<file path="config.mk">
export PLATFORM = sky130hd
export DESIGN_NAME = liu_channel_alarm_monitor
export DESIGN_NICKNAME = d
export VERILOG_FILES = /design/src/verilog/alarm_pkg.sv /design/src/verilog/liu_channel_alarm_monitor.sv
export SDC_FILE = /design/constraint.sdc
export NUM_CORES = 1
export LEC_CHECK = 0
export ABC_AREA = 1
export BUFFER_PORTS_ARGS = -buffer_cell sky130_fd_sc_hd__buf_4
export CORE_AREA = 2 2 159 83
export DETAILED_ROUTE_END_ITERATION = 8
export DIE_AREA = 0 0 161 85
export PLACE_DENSITY = 0.7
export SKIP_CTS_REPAIR_TIMING = 1
export SYNTH_ARGS = -nofsm -noshare
export SYNTH_HDL_FRONTEND = slang
export SYNTH_SLANG_ARGS = --single-unit
</file>
<file path="constraint.sdc">
create_clock -name mclk -period 5.1 [get_ports mclk]
set_input_delay 1.275 -clock mclk [delete_from_list [all_inputs] [get_ports mclk]]
set_output_delay 1.275 -clock mclk [all_outputs]
set_load 0.01 [all_outputs]
</file>
<file path="src/verilog/alarm_pkg.sv">
// Purpose: Shared constants for the channel alarm monitor.
// Assumes: 10 MHz mclk, register port with 8-bit address and data.
// Notes:   Offsets are word indexes on the plain register port.
package alarm_pkg;
    // ----------------------------------------
    // Register offsets
    // ----------------------------------------
    localparam logic [7:0] OFF_STATUS = 8'h00;
    localparam logic [7:0] OFF_CTRL = 8'h01;
    localparam logic [7:0] OFF_IRQ_STAT = 8'h02;
    localparam logic [7:0] OFF_IRQ_MASK = 8'h03;
    // ----------------------------------------
    // Status bit positions
    // ----------------------------------------
    localparam int BIT_DMO = 0;
    localparam int BIT_LOS = 1;
    localparam int BIT_LOL = 2;
    localparam int BIT_FL = 3;
    localparam int BIT_ALOS = 4;
    localparam int BIT_DLOS = 5;
    // ----------------------------------------
    // Control bit positions, rate codes and reset values
    // ----------------------------------------
    localparam int CB_JA_EN = 0;
    localparam int CB_FIFO32 = 1;
    localparam int CB_RATE_LO = 2;
    localparam int CB_SFM = 4;
    localparam int CB_INT_MON = 5;
    localparam logic [7:0] CTRL_RESET = 8'h00;
    localparam logic [7:0] STATUS_RESET = 8'h00;
    localparam logic [1:0] RATE_E3 = 2'h0;
    localparam logic [1:0] RATE_DS3 = 2'h1;
    localparam logic [1:0] RATE_STS1 = 2'h2;
    // ----------------------------------------
    // Alarm thresholds
    // ----------------------------------------
    localparam logic [5:0] FIFO_MARGIN = 6'h02;
    localparam logic [5:0] FIFO_SMALL = 6'h10;
    localparam logic [5:0] FIFO_LARGE = 6'h20;
    localparam logic [11:0] LOL_WINDOW = 12'h7D0;
    localparam logic [11:0] LOL_DEVIATION = 12'h00A;
    localparam logic [7:0] DLOS_ZEROS = 8'hA0;
    localparam logic [5:0] DLOS_WINDOW = 6'h20;
    localparam logic [5:0] DLOS_CLR_ONES = 6'h0B;
    localparam logic [7:0] DMO_ZEROS = 8'h80;
endpackage

</file>
<file path="src/verilog/liu_channel_alarm_monitor.sv">
// Purpose: Alarm detection and status reporting for one line channel.
// Assumes: Bit ticks and reference ticks are one-cycle mclk enables
//          made by the clock logic; analog detector and monitor pins
//          are asynchronous.
// Notes:   Status bits are live levels; interrupt bits latch rises.
//
// Added by the designer: the register offsets and strobed register access.

// Functional notes
// RL1: The FIFO limit alarm rises while fill is within two of empty or full.
// RL2: The FIFO limit alarm falls as soon as fill leaves that margin.
// RL3: The FIFO limit alarm stays low while the jitter attenuator is off.
// RL4: Status bit 3 is read-only, resets to 0 and shows the FIFO limit alarm.
// RL5: Loss of lock is declared at 0.5% or more deviation from the rate reference.
// RL6: In single-frequency mode the synthesized clock is the lock reference.
// RL7: Status bit 2 is read-only, resets to 0 and shows loss of lock.
// RL8: For DS3 and STS-1 loss of signal is digital OR analog, shown on bit 1.
// RL9: For E3 loss of signal follows the standard-compliant detector.
// RL10: The drive monitor alarm rises after 128 bit periods without pulses.
// RL11: Any bipolar activity clears the drive monitor alarm at once; bit 0 shows it.
// RL12: Drive pulses are watched at the output pads or at the monitor inputs.
// RL13: The digital detector declares after 160 bit periods without pulses.
// RL14: The digital detector clears once pulse density reaches 33%.
// RL15: Control bit set selects internal pad monitoring, clear selects inputs.
// RL16: Every alarm is brought into the mclk domain before it is reported.
module liu_channel_alarm_monitor (
    input wire logic mclk,                  // 10 MHz clock
    input wire logic resetn,                // async reset, active low
    input wire logic [7:0] addr,            // register index
    input wire logic [7:0] wdata,           // write data
    input wire logic wr,                    // write strobe
    input wire logic rd,                    // read strobe
    output logic [7:0] rdata,               // read data, cycle after rd
    output logic irq,                       // level interrupt
    input wire logic [5:0] fifo_fill,       // jitter FIFO fill in bits
    input wire logic rec_tick,              // recovered clock tick
    input wire logic e3_reference_clock,    // E3 reference tick
    input wire logic ds3_reference_clock,   // DS3 reference tick
    input wire logic sts1_reference_clock,  // STS-1 reference tick
    input wire logic synth_tick,            // synthesized line clock tick
    input wire logic rx_bit_tick,           // receive bit period enable
    input wire logic rx_pulse,              // pulse seen in this bit
    input wire logic analog_los_pin,        // analog detector, async
    input wire logic g775_los_pin,          // E3 detector, async
    input wire logic tx_bit_tick,           // transmit bit period enable
    input wire logic tx_line_positive_out,  // positive drive at pad
    input wire logic tx_line_negative_out,  // negative drive at pad
    input wire logic mon_pos_pin,           // external monitor, async
    input wire logic mon_neg_pin            // external monitor, async
);
    // ----------------------------------------
    // Input synchronisers
    // ----------------------------------------
    logic [3:0] pins;
    logic [3:0] s1_q;
    logic [3:0] s2_q;
    logic [3:0] s3_q;
    logic [3:0] stab_q;
    logic [3:0] stab_d;

    assign pins = {mon_neg_pin, mon_pos_pin, g775_los_pin, analog_los_pin};

    // A pin level counts only after two late stages agree
    always_comb begin
        for (int i = 0; i < 4; i++) begin
            stab_d[i] = (s2_q[i] == s3_q[i]) ? s3_q[i] : stab_q[i];
        end
    end

    always_ff @(posedge mclk or negedge resetn) begin
        if (!resetn) begin
            s1_q <= 4'h0;
            s2_q <= 4'h0;
            s3_q <= 4'h0;
            stab_q <= 4'h0;
        end else begin
            s1_q <= pins;
            s2_q <= s1_q;
            s3_q <= s2_q;
            stab_q <= stab_d; // [RL16]
        end
    end

    // ----------------------------------------
    // Control register
    // ----------------------------------------
    logic [7:0] ctrl_q;
    logic [7:0] ctrl_d;
    logic ja_en;
    logic fifo32;
    logic [1:0] rate;
    logic single_frequency_mode;
    logic int_mon;

    assign ja_en = ctrl_q[alarm_pkg::CB_JA_EN];
    assign fifo32 = ctrl_q[alarm_pkg::CB_FIFO32];
    assign rate = ctrl_q[alarm_pkg::CB_RATE_LO +: 2];
    assign single_frequency_mode = ctrl_q[alarm_pkg::CB_SFM];
    assign int_mon = ctrl_q[alarm_pkg::CB_INT_MON];

    always_comb begin
        ctrl_d = ctrl_q;
        if (wr && addr == alarm_pkg::OFF_CTRL) begin
            ctrl_d = wdata & 8'h3F;
        end
    end

    // ----------------------------------------
    // FIFO limit
    // ----------------------------------------
    logic fl_d;
    logic [5:0] fifo_top;

    always_comb begin
        fifo_top = fifo32 ? alarm_pkg::FIFO_LARGE : alarm_pkg::FIFO_SMALL;
        // Level tracks fill in both directions, no hysteresis
        fl_d = ja_en && // [RL3]
            (fifo_fill <= alarm_pkg::FIFO_MARGIN || // [RL1] [RL2]
             fifo_fill >= fifo_top - alarm_pkg::FIFO_MARGIN);
    end

    // ----------------------------------------
    // Loss of lock
    // ----------------------------------------
    logic ref_tick;
    logic [11:0] win_q;
    logic [11:0] win_d;
    logic [11:0] rcnt_q;
    logic [11:0] rcnt_d;
    logic lol_q;
    logic lol_d;
    logic [11:0] dev;

    always_comb begin
        unique case (rate)
            alarm_pkg::RATE_DS3: ref_tick = ds3_reference_clock;
            alarm_pkg::RATE_STS1: ref_tick = sts1_reference_clock;
            default: ref_tick = e3_reference_clock;
        endcase
        if (single_frequency_mode) begin
            ref_tick = synth_tick; // [RL6]
        end
        win_d = win_q;
        rcnt_d = rcnt_q;
        lol_d = lol_q;
        if (rec_tick && rcnt_q != 12'hFFF) begin
            rcnt_d = rcnt_q + 12'h001;
        end
        // Both counts cover the same cycles, the closing one included
        dev = (rcnt_d > alarm_pkg::LOL_WINDOW) ? rcnt_d - alarm_pkg::LOL_WINDOW
            : alarm_pkg::LOL_WINDOW - rcnt_d;
        if (ref_tick) begin
            win_d = win_q + 12'h001;
            if (win_d == alarm_pkg::LOL_WINDOW) begin
                // 10 in 2000 reference periods is 0.5%
                lol_d = dev >= alarm_pkg::LOL_DEVIATION; // [RL5]
                win_d = 12'h000;
                rcnt_d = 12'h000;
            end
        end
    end

    // ----------------------------------------
    // Digital loss of signal
    // ----------------------------------------
    logic [7:0] zrun_q;
    logic [7:0] zrun_d;
    logic [5:0] dwin_q;
    logic [5:0] dwin_d;
    logic [5:0] ones_q;
    logic [5:0] ones_d;
    logic dlos_q;
    logic dlos_d;
    logic los_d;

    always_comb begin
        zrun_d = zrun_q;
        dwin_d = dwin_q;
        ones_d = ones_q;
        dlos_d = dlos_q;
        if (rx_bit_tick) begin
            if (rx_pulse) begin
                zrun_d = 8'h00;
            end else if (zrun_q != alarm_pkg::DLOS_ZEROS) begin
                zrun_d = zrun_q + 8'h01;
            end
            if (zrun_d == alarm_pkg::DLOS_ZEROS) begin
                dlos_d = 1'b1; // [RL13]
            end
            // Clearing judges density over fixed windows while declared
            dwin_d = dwin_q + 6'h01;
            ones_d = ones_q + {5'h00, rx_pulse};
            if (dwin_d == alarm_pkg::DLOS_WINDOW) begin
                if (dlos_q && ones_d >= alarm_pkg::DLOS_CLR_ONES) begin
                    dlos_d = 1'b0; // [RL14]
                    zrun_d = 8'h00;
                end
                dwin_d = 6'h00;
                ones_d = 6'h00;
            end
        end
        if (rate == alarm_pkg::RATE_E3) begin
            los_d = stab_q[1]; // [RL9]
        end else begin
            los_d = dlos_q || stab_q[0]; // [RL8]
        end
    end

    // ----------------------------------------
    // Transmit drive monitor
    // ----------------------------------------
    logic [7:0] dcnt_q;
    logic [7:0] dcnt_d;
    logic dmo_q;
    logic dmo_d;
    logic tx_act;

    always_comb begin
        if (int_mon) begin
            tx_act = tx_line_positive_out || tx_line_negative_out; // [RL12] [RL15]
        end else begin
            tx_act = stab_q[2] || stab_q[3]; // [RL12] [RL15]
        end
        dcnt_d = dcnt_q;
        dmo_d = dmo_q;
        if (tx_act) begin
            dcnt_d = 8'h00;
            dmo_d = 1'b0; // [RL11]
        end else if (tx_bit_tick && dcnt_q != alarm_pkg::DMO_ZEROS) begin
            dcnt_d = dcnt_q + 8'h01;
            if (dcnt_d == alarm_pkg::DMO_ZEROS) begin
                dmo_d = 1'b1; // [RL10]
            end
        end
    end

    // ----------------------------------------
    // Status, interrupts and read port
    // ----------------------------------------
    logic [7:0] stat_q;
    logic [7:0] stat_d;
    logic [3:0] ist_q;
    logic [3:0] ist_d;
    logic [3:0] imask_q;
    logic [3:0] imask_d;
    logic [7:0] rdata_d;
    logic irq_d;

    always_comb begin
        stat_d = alarm_pkg::STATUS_RESET;
        stat_d[alarm_pkg::BIT_FL] = fl_d; // [RL4]
        stat_d[alarm_pkg::BIT_LOL] = lol_q; // [RL7]
        stat_d[alarm_pkg::BIT_LOS] = los_d; // [RL8]
        stat_d[alarm_pkg::BIT_DMO] = dmo_q; // [RL11]
        stat_d[alarm_pkg::BIT_ALOS] = stab_q[0];
        stat_d[alarm_pkg::BIT_DLOS] = dlos_q;
        imask_d = imask_q;
        ist_d = ist_q;
        if (wr && addr == alarm_pkg::OFF_IRQ_MASK) begin
            imask_d = wdata[3:0];
        end
        if (wr && addr == alarm_pkg::OFF_IRQ_STAT) begin
            ist_d = ist_q & ~wdata[3:0];
        end
        // A new rise wins over a clear in the same cycle
        ist_d = ist_d | (stat_d[3:0] & ~stat_q[3:0]);
        irq_d = |(ist_d & imask_d);
        rdata_d = 8'h00;
        if (rd) begin
            unique case (addr)
                alarm_pkg::OFF_STATUS: rdata_d = stat_q;
                alarm_pkg::OFF_CTRL: rdata_d = ctrl_q;
                alarm_pkg::OFF_IRQ_STAT: rdata_d = {4'h0, ist_q};
                alarm_pkg::OFF_IRQ_MASK: rdata_d = {4'h0, imask_q};
                default: rdata_d = 8'h00;
            endcase
        end
    end

    // ----------------------------------------
    // State registers
    // ----------------------------------------
    always_ff @(posedge mclk or negedge resetn) begin
        if (!resetn) begin
            ctrl_q <= alarm_pkg::CTRL_RESET;
            win_q <= 12'h000;
            rcnt_q <= 12'h000;
            lol_q <= 1'b0;
            zrun_q <= 8'h00;
            dwin_q <= 6'h00;
            ones_q <= 6'h00;
            dlos_q <= 1'b0;
            dcnt_q <= 8'h00;
            dmo_q <= 1'b0;
            stat_q <= alarm_pkg::STATUS_RESET;
            ist_q <= 4'h0;
            imask_q <= 4'h0;
            rdata <= 8'h00;
            irq <= 1'b0;
        end else begin
            ctrl_q <= ctrl_d;
            win_q <= win_d;
            rcnt_q <= rcnt_d;
            lol_q <= lol_d;
            zrun_q <= zrun_d;
            dwin_q <= dwin_d;
            ones_q <= ones_d;
            dlos_q <= dlos_d;
            dcnt_q <= dcnt_d;
            dmo_q <= dmo_d;
            stat_q <= stat_d; // [RL16]
            ist_q <= ist_d;
            imask_q <= imask_d;
            rdata <= rdata_d;
            irq <= irq_d;
        end
    end
endmodule
</file>
* Yosys cells after proc, flatten, opt, wreduce, memory -nomap -nowiden *
Index checks and enable logic that the tools add are counted.
Widths: inputs -> output; s select.

cells by class
  $add $sub $neg = 9
  $lt $le $gt $ge = 5
  eq/ne operators = 16
  mux-type cells = 29
  bitwise operators = 6
  reductions and logical operators = 18

operators with widths
  operator                number
  $mux 12                 5
  $mux 8                  7
  $add 12x1->12 const B   2
  $mux 6                  4
  $pmux 6 s4              1
  $add 8x1->8 const B     2
  $eq 8x2->1 const B      2
  $eq 8x8->1 const B      2
  $ne 8x8->1 const B      2
  $and 4x4->4             3
  $eq 12x11->1 const B    1
  $ge 12x4->1 const B     1
  $gt 12x11->1 const B    1
  $ne 12x12->1 const B    1
  $sub 11x12->12 const A  1
  $sub 12x11->12 const B  1
  $mux 1                  9
  $eq 8x1->1 const B      1
  $logic_not 8->1         1
  $mux 4                  2
  $not 4->4               2
  $logic_and 1x1->1       7
  $add 6x1->6             1
  $add 6x1->6 const B     1
  other kinds (15)        23

word-level totals
  register bits = 100
  input port bits = 40
  output and inout bits = 9
  logic and storage cells = 105

* Longest topological paths before layout *
Gate-level depths: netlist of the first run.

  depth after elaboration = 9
  mapped depth = 23
  gate-level depth less buffers = 22

* Worst setup path after synthesis of the first run *
No wires, ideal clock.

  kind = input to register
  start = input port rec_tick
  end = register lol_q
  setup time = 113 ps
  arrival time = 2833 ps
  data required time = 4987 ps
  path slack = 2154 ps
  stages = 15
  path buffers = 1
  cells stage by stage = clkbuf_1 -> nand3_1 -> nand2_2 -> ha_1 -> inv_1 -> nor2_2 -> nand3_4 -> nand3_4 -> nand2_4 -> o21ai_0 -> inv_1 -> nand2_1 -> nand3_1 -> nand2_1 -> inv_1

on the way
  longest elaborated chain between the ends = 5
  elaborated cells on any way between the ends = 7

RTL lines
  item                                    line                              text
  start: declaration                      liu_channel_alarm_monitor.sv:36   input wire logic rec_tick,
  $logic_and 1x1->1 (*)                   liu_channel_alarm_monitor.sv:146  if (rec_tick && rcnt_q != 12'hFFF) begin
  $mux 12 (*)                             liu_channel_alarm_monitor.sv:146
  $sub 11x12->12 (tied with other cells)  liu_channel_alarm_monitor.sv:151  : alarm_pkg::LOL_WINDOW - rcnt_d;
  $mux 12 (*)                             liu_channel_alarm_monitor.sv:150  dev = (rcnt_d > alarm_pkg::LOL_WINDOW) ? rcnt_d - alarm_pkg::LOL_WINDOW
  $ge 12x4->1 (*)                         liu_channel_alarm_monitor.sv:156  lol_d = dev >= alarm_pkg::LOL_DEVIATION;
  end signal: assignment                  liu_channel_alarm_monitor.sv:304  lol_q <= lol_d;
  end: declaration                        liu_channel_alarm_monitor.sv:130  logic lol_q;

Every way passes the cells marked *; elsewhere a longest branch is shown, timed or not.
A chain may end at the register's enable or synchronous reset.

* Worst setup path after layout of the first run *
  start = register rcnt_q[0]
  end = register lol_q

on the way
  longest elaborated chain between the ends = 6
  elaborated cells on any way between the ends = 9

RTL lines
  item                                                   line                              text
  start: declaration                                     liu_channel_alarm_monitor.sv:128  logic [11:0] rcnt_q;
  start signal: assignment                               liu_channel_alarm_monitor.sv:303  rcnt_q <= rcnt_d;
  branches (longest 2 deep; another with $add 12x1->12)  --
  $mux 12 (*)                                            liu_channel_alarm_monitor.sv:146
  $sub 11x12->12 (tied with other cells)                 liu_channel_alarm_monitor.sv:151
  $mux 12 (*)                                            liu_channel_alarm_monitor.sv:150
  $ge 12x4->1 (*)                                        liu_channel_alarm_monitor.sv:156

Mark *: on every way between the ends.

==> results of run 1 <==
-- worst min path at each step --
stage                          to
after detailed placement  s2_q[0]
after floorplan           s2_q[0]
after global routing      s2_q[0]
after global placement    s2_q[3]
final                     s2_q[0]
after CTS                 s2_q[0]
-- kinds of logic after synthesis --
| group | after synthesis | share of synthesized area, % |
|---|---|---|
| and+or+nand+nor | 335 | 29.3 |
| buffers and inverters | 109 | 7.94 |
| DFF | 98 | 44.9 |
| AOI/OAI and AO/OA | 85 | 9.22 |
| xor gates and xnor gates | 28 | 4.49 |
| adders and majority gates | 18 | 3.94 |
| other | 1 | 0.0686 |
| muxes | 1 | 0.206 |
-- cell usage after synthesis, types with 2 or more instances --
library cell    n  area share [%]
nand2_1       156              11
dfrtp_1        98              45
inv_1          92             6.3
nand3_1        56             5.1
nor2_1         47             3.2
o21ai_0        40             3.7
xor2_1         27             4.3
nor3_1         17             1.6
nand2_2        16             1.8
ha_1           14             3.2
o22ai_1        14             1.6
nand4_1        13             1.5
a21oi_1        12             1.1
inv_2           7            0.48
clkbuf_1        6            0.41
nor2_4          6             1.2
nor4_1          6            0.69
maj3_1          4            0.73
nand2_4         4            0.82
a221oi_1        3            0.48
nand3_4         3            0.96
nor2_2          3            0.34
o31ai_1         3            0.41
a31oi_1         2            0.23
buf_4           2            0.27
nand3_2         2            0.37
o211ai_1        2            0.27
o21ai_1         2            0.18
-- through the flow --
stage	worst slack, ps	hold WS (ps)	util [%]	area [um^2]	total power (W)
after global placement	1800	335	48.3	5960	0.00153
after global routing	1680	360	50.9	6270	0.00243
final	1940	350	50.9	6270	0.00228
after floorplan	2150	331	-	5470	0.00140
after detailed placement	1770	336	48.3	5960	0.00156
after CTS	1970	351	50.9	6270	0.00229
-- per-layer routing --
metal	vias up	global-route usage, %
met5	-	0
met2	146	27.9
met1	2218	30.1
li1	2295	-
met3	11	4.64
met4	0	4.46
-- cell type report --
| type | count | area [um^2] |
|---|---|---|
| Inverter | 99 | 372 |
| Clock inverter | 6 | 87.6 |
| Fill cell | 1142 | 6060 |
| Tap cell | 170 | 213 |
| Clock buffer | 10 | 229 |
| Timing Repair Buffer | 45 | 338 |
| Multi-Input combinational cell | 469 | 2580 |
| Sequential cell | 98 | 2450 |
-- power by group through the flow --
stage | Sequential [W] | Combinational (W) | Clock, W
5_1_grt | 0.000987 | 0.000661 | 0.000777
4_1_cts | 0.000972 | 0.000578 | 0.000741
6_report | 0.000974 | 0.000579 | 0.000726
3_5_place_dp | 0.000986 | 0.000574 | 0
2_1_floorplan | 0.000961 | 0.000436 | 0
3_3_place_gp | 0.000979 | 0.000549 | 0
-- sequential cells by signal (all words and copies together) (netlist names) --
name,cells
dwin_q,6
ist_q,4
lol_q,1
s1_q,4
win_q,12
ctrl_q,6
dmo_q,1
s3_q,4
dlos_q,1
stat_q,6
stab_q,4
zrun_q,8
ones_q,6
rcnt_q,12
s2_q,4
dcnt_q,8
rdata,6
irq,1
imask_q,4
-- worst reg2reg max path, stage by stage (launching register included) --
cell,delay (ps)
dfrtp_1,520
ha_1,350
inv_1,110
nor2_4,140
nand3_4,160
nand2_4,240
nand2_1,100
nand2_2,120
ha_1,190
inv_1,70
nor2_2,170
nand3_4,130
nand3_4,160
nand2_4,100
o21ai_0,170
inv_1,50
nand2_1,90
nand3_1,80
nand2_1,60
inv_1,30
==> flow_summary.json, run 1 <==
{
  "setup_violations": 0,
  "gp_congestion": 0.898,
  "syn-cell-area_um2": 5470,
  "mostFrequentLayoutCells": "nand2_1 (156), dfrtp_1 (98), inv_1 (92)",
  "max_freq_mhz": 317,
  "fin_crit_sh_pct": 61.9,
  "critical_path.startpoint": "rcnt_q[0]",
  "yosys_register_bits": 98,
  "ir_worst_vdd_v": 0.000149,
  "clockPowerShare_pct": 31.8,
  "start_util_pct": 44.3,
  "io_pins": 49,
  "p_sw_w": 0.000761,
  "slowest_delay_ps": 520,
  "period_needed_ps": 3160,
  "path_max_fanout": 15,
  "instances_no_fill": 897,
  "syn_area_per_cell_um2": 8.10,
  "routed_wl_um": 12600,
  "cp_slowest_cell": "dfrtp_1",
  "port_buffers": 44,
  "cts-buffers-inserted": 9,
  "p_leak_nw": 2.94,
  "num_vias": 4670,
  "async_flop_share_pct": 100,
  "ys.flop_type": "dfrtp_1",
  "swShare_pct": 33.4,
  "gr-usage-all-layers_pct": 19.6,
  "root_buffer": "clkbuf_16",
  "seq_power_share_pct": 42.7,
  "crit_chain": "ha_1, inv_1, nor2_4, nand3_4, nand2_4, nand2_1, nand2_2, ha_1, inv_1, nor2_2, nand3_4, nand3_4, nand2_4, o21ai_0, inv_1, nand2_1, nand3_1, nand2_1, inv_1",
  "arrival_ps": 3400,
  "fp.coreArea_um2": 12300,
  "clk_pin_slew_ps": 70,
  "rr_worst_depth": 19,
  "antenna_found_initial": 0,
  "antenna_left": 0,
  "clkLatencyLatePin_ps": 340,
  "die_x_um": 161,
  "worstSetupEndpointType": "flop",
  "yosysSeqAreaShare_pct": 44.9,
  "rows": 29,
  "final_nets": 776,
  "rr_startpoint": "rcnt_q[0]",
  "syn2layout_area_growth_pct": 14.8,
  "drt_pass1_iterations": 5,
  "final_common_cell": "nand2_1",
  "report.final.slew_viol_count": 0,
  "drtIter0Drc": 407,
  "wl_per_cell_um": 14.0,
  "endpoint": "lol_q",
  "grt_max_degree": 73,
  "dieArea_um2": 13700,
  "drive_above_1_share_pct": 14.6,
  "grt_pass1_vias": 4432,
  "grt-ovfl-total": 0,
  "wirelength_met1_um": 6350,
  "cts.sinks": 98,
  "internal_power_w": 0.00152,
  "r2r-end": "lol_q",
  "cp.depth": 19,
  "rsz0062_at_grt": "false",
  "startpoint_type": "flop",
  "via_per_inst": 5.21,
  "synth-edff-count": 0,
  "dp_cells": 881,
  "hold_violations": 0,
  "cts_max_level": 3,
  "drc": 0,
  "maxUsedRoutingLayer": "met4",
  "hp-start": "s1_q[0]",
  "combPwrFrac_pct": 25.4,
  "antenna_cells": 0,
  "hold_class": "flop to flop",
  "grt_pass1_wl_um": 21500,
  "status": "finished clean",
  "r2r_setup_slack_ps": 1940,
  "finalClockSkew_ps": 9.23,
  "crit_required_ps": 5340,
  "yosys_warnings": 0,
  "path_class": "flop to flop",
  "netlist-cell-type-count": 46,
  "power.density_nw_per_um2": 363,
  "dp_hpwl_um": 9660,
  "clock_tree.buffer_depth": 2,
  "cp_num_buf_inv": 4,
  "met2_wirelength_um": 5160,
  "cp_top_family": "simple AND/OR/NAND/NOR gates",
  "met3_length_um": 959,
  "syn_inst": 675,
  "holdPathStages": 0,
  "cts_tree": "built",
  "relSlewSlack_pct": 32.1,
  "cap_violations": 0,
  "die_h_um": 85,
  "cpMostUsedCell": "inv_1",
  "finalSetupTns_ps": 0,
  "worst_slew_pin_slew_ps": 1010
}
(Power assumes the default switching activity.)
==> run 2: changes to the inputs <==
==> constraint.sdc (replaced) <==
create_clock -name mclk -period 3.2 [get_ports mclk]
set_input_delay 0.8 -clock mclk [delete_from_list [all_inputs] [get_ports mclk]]
set_output_delay 0.8 -clock mclk [all_outputs]
set_load 0.01 [all_outputs]
==> run 2 against run 1 <==
Compared with the run above: design area increased by 0.72%; combinational power is 61% higher; first-iteration DRC count increased by 21%; final cell count increased by 0.33%; maximum frequency grew 9.0%; total power grew 60%; die area did not move; count of clock-buffer cells in the layout stayed put; worst setup slack got worse by 1600 ps.
==> flow_summary.json, run 2 (same netlist as run 1, synthesis figures left out) <==
{
  "antenna_found_initial": 0,
  "swShare_pct": 33.4,
  "combPwrFrac_pct": 25.6,
  "crit_required_ps": 3410,
  "antenna_cells": 0,
  "root_buffer": "clkbuf_16",
  "startpoint_type": "flop",
  "via_per_inst": 5.10,
  "ir_worst_vdd_v": 0.000268,
  "port_buffers": 44,
  "crit_chain": "ha_1, nand2_1, inv_1, nand3_1, nor3_1, nand2_1, xor2_1, nand2_1, nor4b_1, nand2_1, inv_1, nor2_1",
  "relSlewSlack_pct": 59.1,
  "die_h_um": 85,
  "worst_slew_pin_slew_ps": 607,
  "power.density_nw_per_um2": 576,
  "routed_wl_um": 12500,
  "cts-buffers-inserted": 9,
  "status": "finished clean",
  "rows": 29,
  "die_x_um": 161,
  "dieArea_um2": 13700,
  "seq_power_share_pct": 42.7,
  "drive_above_1_share_pct": 14.9,
  "cpMostUsedCell": "nand2_1",
  "cts.sinks": 98,
  "power.total_w": 0.00364,
  "cts_tree": "built",
  "gp_congestion": 0.861,
  "placed_area_um2": 5990,
  "grt-ovfl-total": 0,
  "fp.coreArea_um2": 12300,
  "io_pins": 49,
  "path_max_fanout": 12,
  "grt_max_degree": 72,
  "drc": 0,
  "design_area_um2": 6320,
  "reg_top3": "rcnt_q x12, win_q x12",
  "grt_pass1_wl_um": 21000,
  "max_freq_mhz": 345,
  "wl_per_cell_um": 13.9,
  "start_util_pct": 44.3,
  "cts_max_level": 3,
  "path_class": "flop to flop",
  "report.final.slew_viol_count": 0,
  "syn2layout_area_growth_pct": 15.6,
  "fin_crit_sh_pct": 90.5,
  "setup_violations": 0,
  "cp_slowest_cell": "nor4b_1",
  "slowest_delay_ps": 470,
  "period_needed_ps": 2900,
  "hold_class": "flop to flop",
  "clkLatencyLatePin_ps": 340,
  "rsz0062_at_grt": "false",
  "dp_hpwl_um": 9580,
  "cp_top_family": "simple AND/OR/NAND/NOR gates",
  "internal_power_w": 0.00242,
  "finalSetupTns_ps": 0,
  "worstSetupEndpointType": "flop",
  "num_vias": 4587,
  "clock_tree.buffer_depth": 2,
  "clk_pin_slew_ps": 70,
  "drt_pass1_iterations": 5,
  "cap_violations": 0,
  "p_sw_w": 0.00122,
  "arrival_ps": 3110,
  "final_common_cell": "nand2_1",
  "mostFrequentLayoutCells": "nand2_1 (156), dfrtp_1 (98), inv_1 (92)",
  "final_nets": 779,
  "drtIter0Drc": 492,
  "grt_pass1_vias": 4354,
  "clockPowerShare_pct": 31.7,
  "cp_num_buf_inv": 2,
  "p_leak_nw": 2.95,
  "finalClockSkew_ps": 7.49,
  "antenna_left": 0,
  "gr-usage-all-layers_pct": 18.9,
  "hold_violations": 0
}
run 2: changes by cell type in the layout (fill, tap and decap cells not counted):
cell | before | now
buf_12 | 0 | 1
buf_4 | 45 | 47
clkinv_2 | 2 | 1
clkinvlp_4 | 0 | 2
inv_6 | 2 | 1
nand2_4 | 4 | 3
nand2_8 | 0 | 1
run 2: path summary, 6_finish.rpt:
kind	start	to	slack (ps)	cells after the start
worst max-delay path	win_q[0]	rcnt_q[5]	300	12
worst min-delay path	s1_q[2]	s2_q[2]	350	0
worst max register to register	win_q[0]	rcnt_q[5]	300	12
worst min register to register	s1_q[2]	s2_q[2]	350	0
max in group asynchronous	resetn	rcnt_q[0]	2140	2
min in group asynchronous	resetn	dcnt_q[3]	370	1
run 2: routing by layer:
metal  global-route usage (%)  wire length (um)
met1                     28.9              6560
met2                     27.0              4970
met3                     4.59               849
met4                     4.30               116
met5                        0                 0
run 2: cell type report:
cell class,instances,area [um^2]
Fill cell,1154,6020
Clock inverter,6,88.8
Sequential cell,98,2450
Multi-Input combinational cell,469,2590
Tap cell,170,213
Clock buffer,10,229
Inverter,99,372
Timing Repair Buffer,48,373
run 2: power groups by stage:
stage / Clock, W / Combinational [W] / Sequential, W
3_5_place_dp: 0 / 0.000920 / 0.00157
6_report: 0.00115 / 0.000930 / 0.00155
4_1_cts: 0.00117 / 0.000925 / 0.00155
2_1_floorplan: 0 / 0.000695 / 0.00153
3_3_place_gp: 0 / 0.000891 / 0.00156
5_1_grt: 0.00123 / 0.00105 / 0.00158
run 2: per-stage QoR:
stage	hold WS (ps)	worst slack (ps)	cells	utilization (%)
2_1_floorplan	331	629	676	-
3_3_place_gp	338	376	884	48.6
3_5_place_dp	335	347	884	48.6
4_1_cts	352	304	900	51.2
5_1_grt	362	15.9	900	51.2
6_report	349	303	900	51.2
==> run 3: changes to the inputs <==
==> constraint.sdc (replaced) <==
create_clock -name mclk -period 3.2 [get_ports mclk]
set_input_delay 0.48 -clock mclk [delete_from_list [all_inputs] [get_ports mclk]]
set_output_delay 0.48 -clock mclk [all_outputs]
set_load 0.01 [all_outputs]
==> run 3 against run 2 <==
Compared with the run above: final cell count decreased by 0.22%; routed wire length is 1.1% higher; hold slack worse by 220 ps; die area is the same; worst setup slack improved by 7.9 ps; sequential power is essentially flat; maximum frequency rose by 0.27%; core utilization decreased by 0.18 points; total power decreased by 0.48%; non-clock buffer count shrank 1; critical endpoint is now lol_q; highest routed layer unchanged.
==> flow_summary.json, run 3 (same netlist as run 1, synthesis figures left out) <==
{
  "status": "finished clean",
  "grt_pass1_wl_um": 21300,
  "cts-buffers-inserted": 9,
  "cap_violations": 0,
  "cts_tree": "built",
  "power.density_nw_per_um2": 575,
  "rows": 29,
  "port_buffers": 44,
  "antenna_left": 0,
  "grt-ovfl-total": 0,
  "period_needed_ps": 2890,
  "path_max_fanout": 15,
  "start_util_pct": 44.3,
  "clk_pin_slew_ps": 70,
  "drc": 0,
  "dp_hpwl_um": 9670,
  "routed_wl_um": 12600,
  "fin_crit_sh_pct": 90.3,
  "report.final.slew_viol_count": 0,
  "drt_pass1_iterations": 5,
  "grt_max_degree": 58,
  "drtIter0Drc": 465,
  "clock_tree.buffer_depth": 2,
  "final_nets": 778,
  "path_class": "flop to flop",
  "fp.coreArea_um2": 12300,
  "p_leak_nw": 2.94,
  "startpoint_type": "flop",
  "reg_top3": "rcnt_q x12, win_q x12",
  "setup_violations": 0,
  "syn2layout_area_growth_pct": 15.2,
  "worst_slew_pin_slew_ps": 562,
  "drive_above_1_share_pct": 14.7,
  "via_per_inst": 5.17,
  "crit_required_ps": 3440,
  "grt_pass1_vias": 4336,
  "wl_per_cell_um": 14.1,
  "antenna_cells": 0,
  "cts.sinks": 98,
  "relSlewSlack_pct": 62.2,
  "die_h_um": 85,
  "placed_area_um2": 5990,
  "hold_class": "input port to asynchronous set/reset pin",
  "final_common_cell": "nand2_1",
  "dieArea_um2": 13700,
  "num_vias": 4644,
  "worstSetupEndpointType": "flop",
  "max_freq_mhz": 346,
  "root_buffer": "clkbuf_16",
  "design_area_um2": 6300,
  "fill_cells": 1152,
  "antenna_found_initial": 0,
  "io_pins": 49,
  "ir_worst_vdd_v": 0.000238,
  "clkLatencyLatePin_ps": 340,
  "gr-usage-all-layers_pct": 19.3,
  "die_x_um": 161,
  "gp_congestion": 0.951,
  "mostFrequentLayoutCells": "nand2_1 (156), dfrtp_1 (98), inv_1 (92)",
  "arrival_ps": 3130,
  "hold_violations": 0,
  "finalSetupTns_ps": 0,
  "finalClockSkew_ps": 6.77,
  "rsz0062_at_grt": "false",
  "cts_max_level": 3
}
[run 3: final timing paths]
check                      cells past startpoint  slack [ps]   endpoint         from
max                                           19         310      lol_q    rcnt_q[0]
min                                            1         130  dcnt_q[6]       resetn
max reg2reg                                   19         310      lol_q    rcnt_q[0]
min reg2reg                                    0         350    s2_q[3]      s1_q[3]
max in group asynchronous                      2        2360   win_q[3]       resetn
min in group mclk                              1         250    s1_q[3]  mon_neg_pin
[run 3: stage by stage]
stage | power, W | hold WS, ps | util (%) | std cells | setup slack [ps]
CTS | 0.00363 | 144 | 51.0 | 898 | 298
detailed placement | 0.00249 | 335 | 48.5 | 883 | 320
floorplan | 0.00223 | 184 | - | 676 | 629
finish | 0.00362 | 131 | 51.0 | 898 | 311
global route | 0.00386 | 159 | 51.0 | 898 | 21.4
global placement | 0.00244 | 336 | 48.5 | 883 | 383
[run 3: layout make-up]
class                   instances  area, um^2  share of cell area [%]
flip-flops and latches         98        2450                    38.9
well taps                     170         213                    3.38
clock inverters                 4        76.3                    1.21
multi-input cells             469        2590                    41.1
clock buffers                  11         233                    3.70
inverters                      99         372                    5.90
repair buffers                 47         365                    5.80
[run 3: worst max-delay path, cell delays in order (launching register included)]
cell	delay [ps]
dfrtp_1	470
ha_2	270
inv_1	80
nor2_4	120
nand3_4	160
nand2_4	230
nand2_1	90
nand2_2	120
ha_1	200
inv_1	70
nor2_2	170
nand3_4	140
nand3_4	140
nand2_4	70
o21ai_0	160
inv_1	60
nand2_1	60
nand3_1	70
nand2_1	60
inv_1	30
[run 3: where the power goes]
part,internal [W],total (W),switching [W],leakage [nW]
sequential,0.00140,0.00156,0.000154,1.25
clock,0.000684,0.00114,0.000451,0.146
combinational,0.000332,0.000930,0.000599,1.55
[run 3: layer usage]
| layer | wire length (um) | GRT usage (%) | up-vias | share of wire (%) |
|---|---|---|---|---|
| li1 | - | - | 2308 | - |
| met1 | 6530 | 30.0 | 2208 | 52 |
| met2 | 5170 | 26.8 | 123 | 41 |
| met3 | 868 | 4.69 | 5 | 6.9 |
| met4 | 62 | 4.71 | 0 | 0.49 |
| met5 | 0 | 0 | - | 0 |
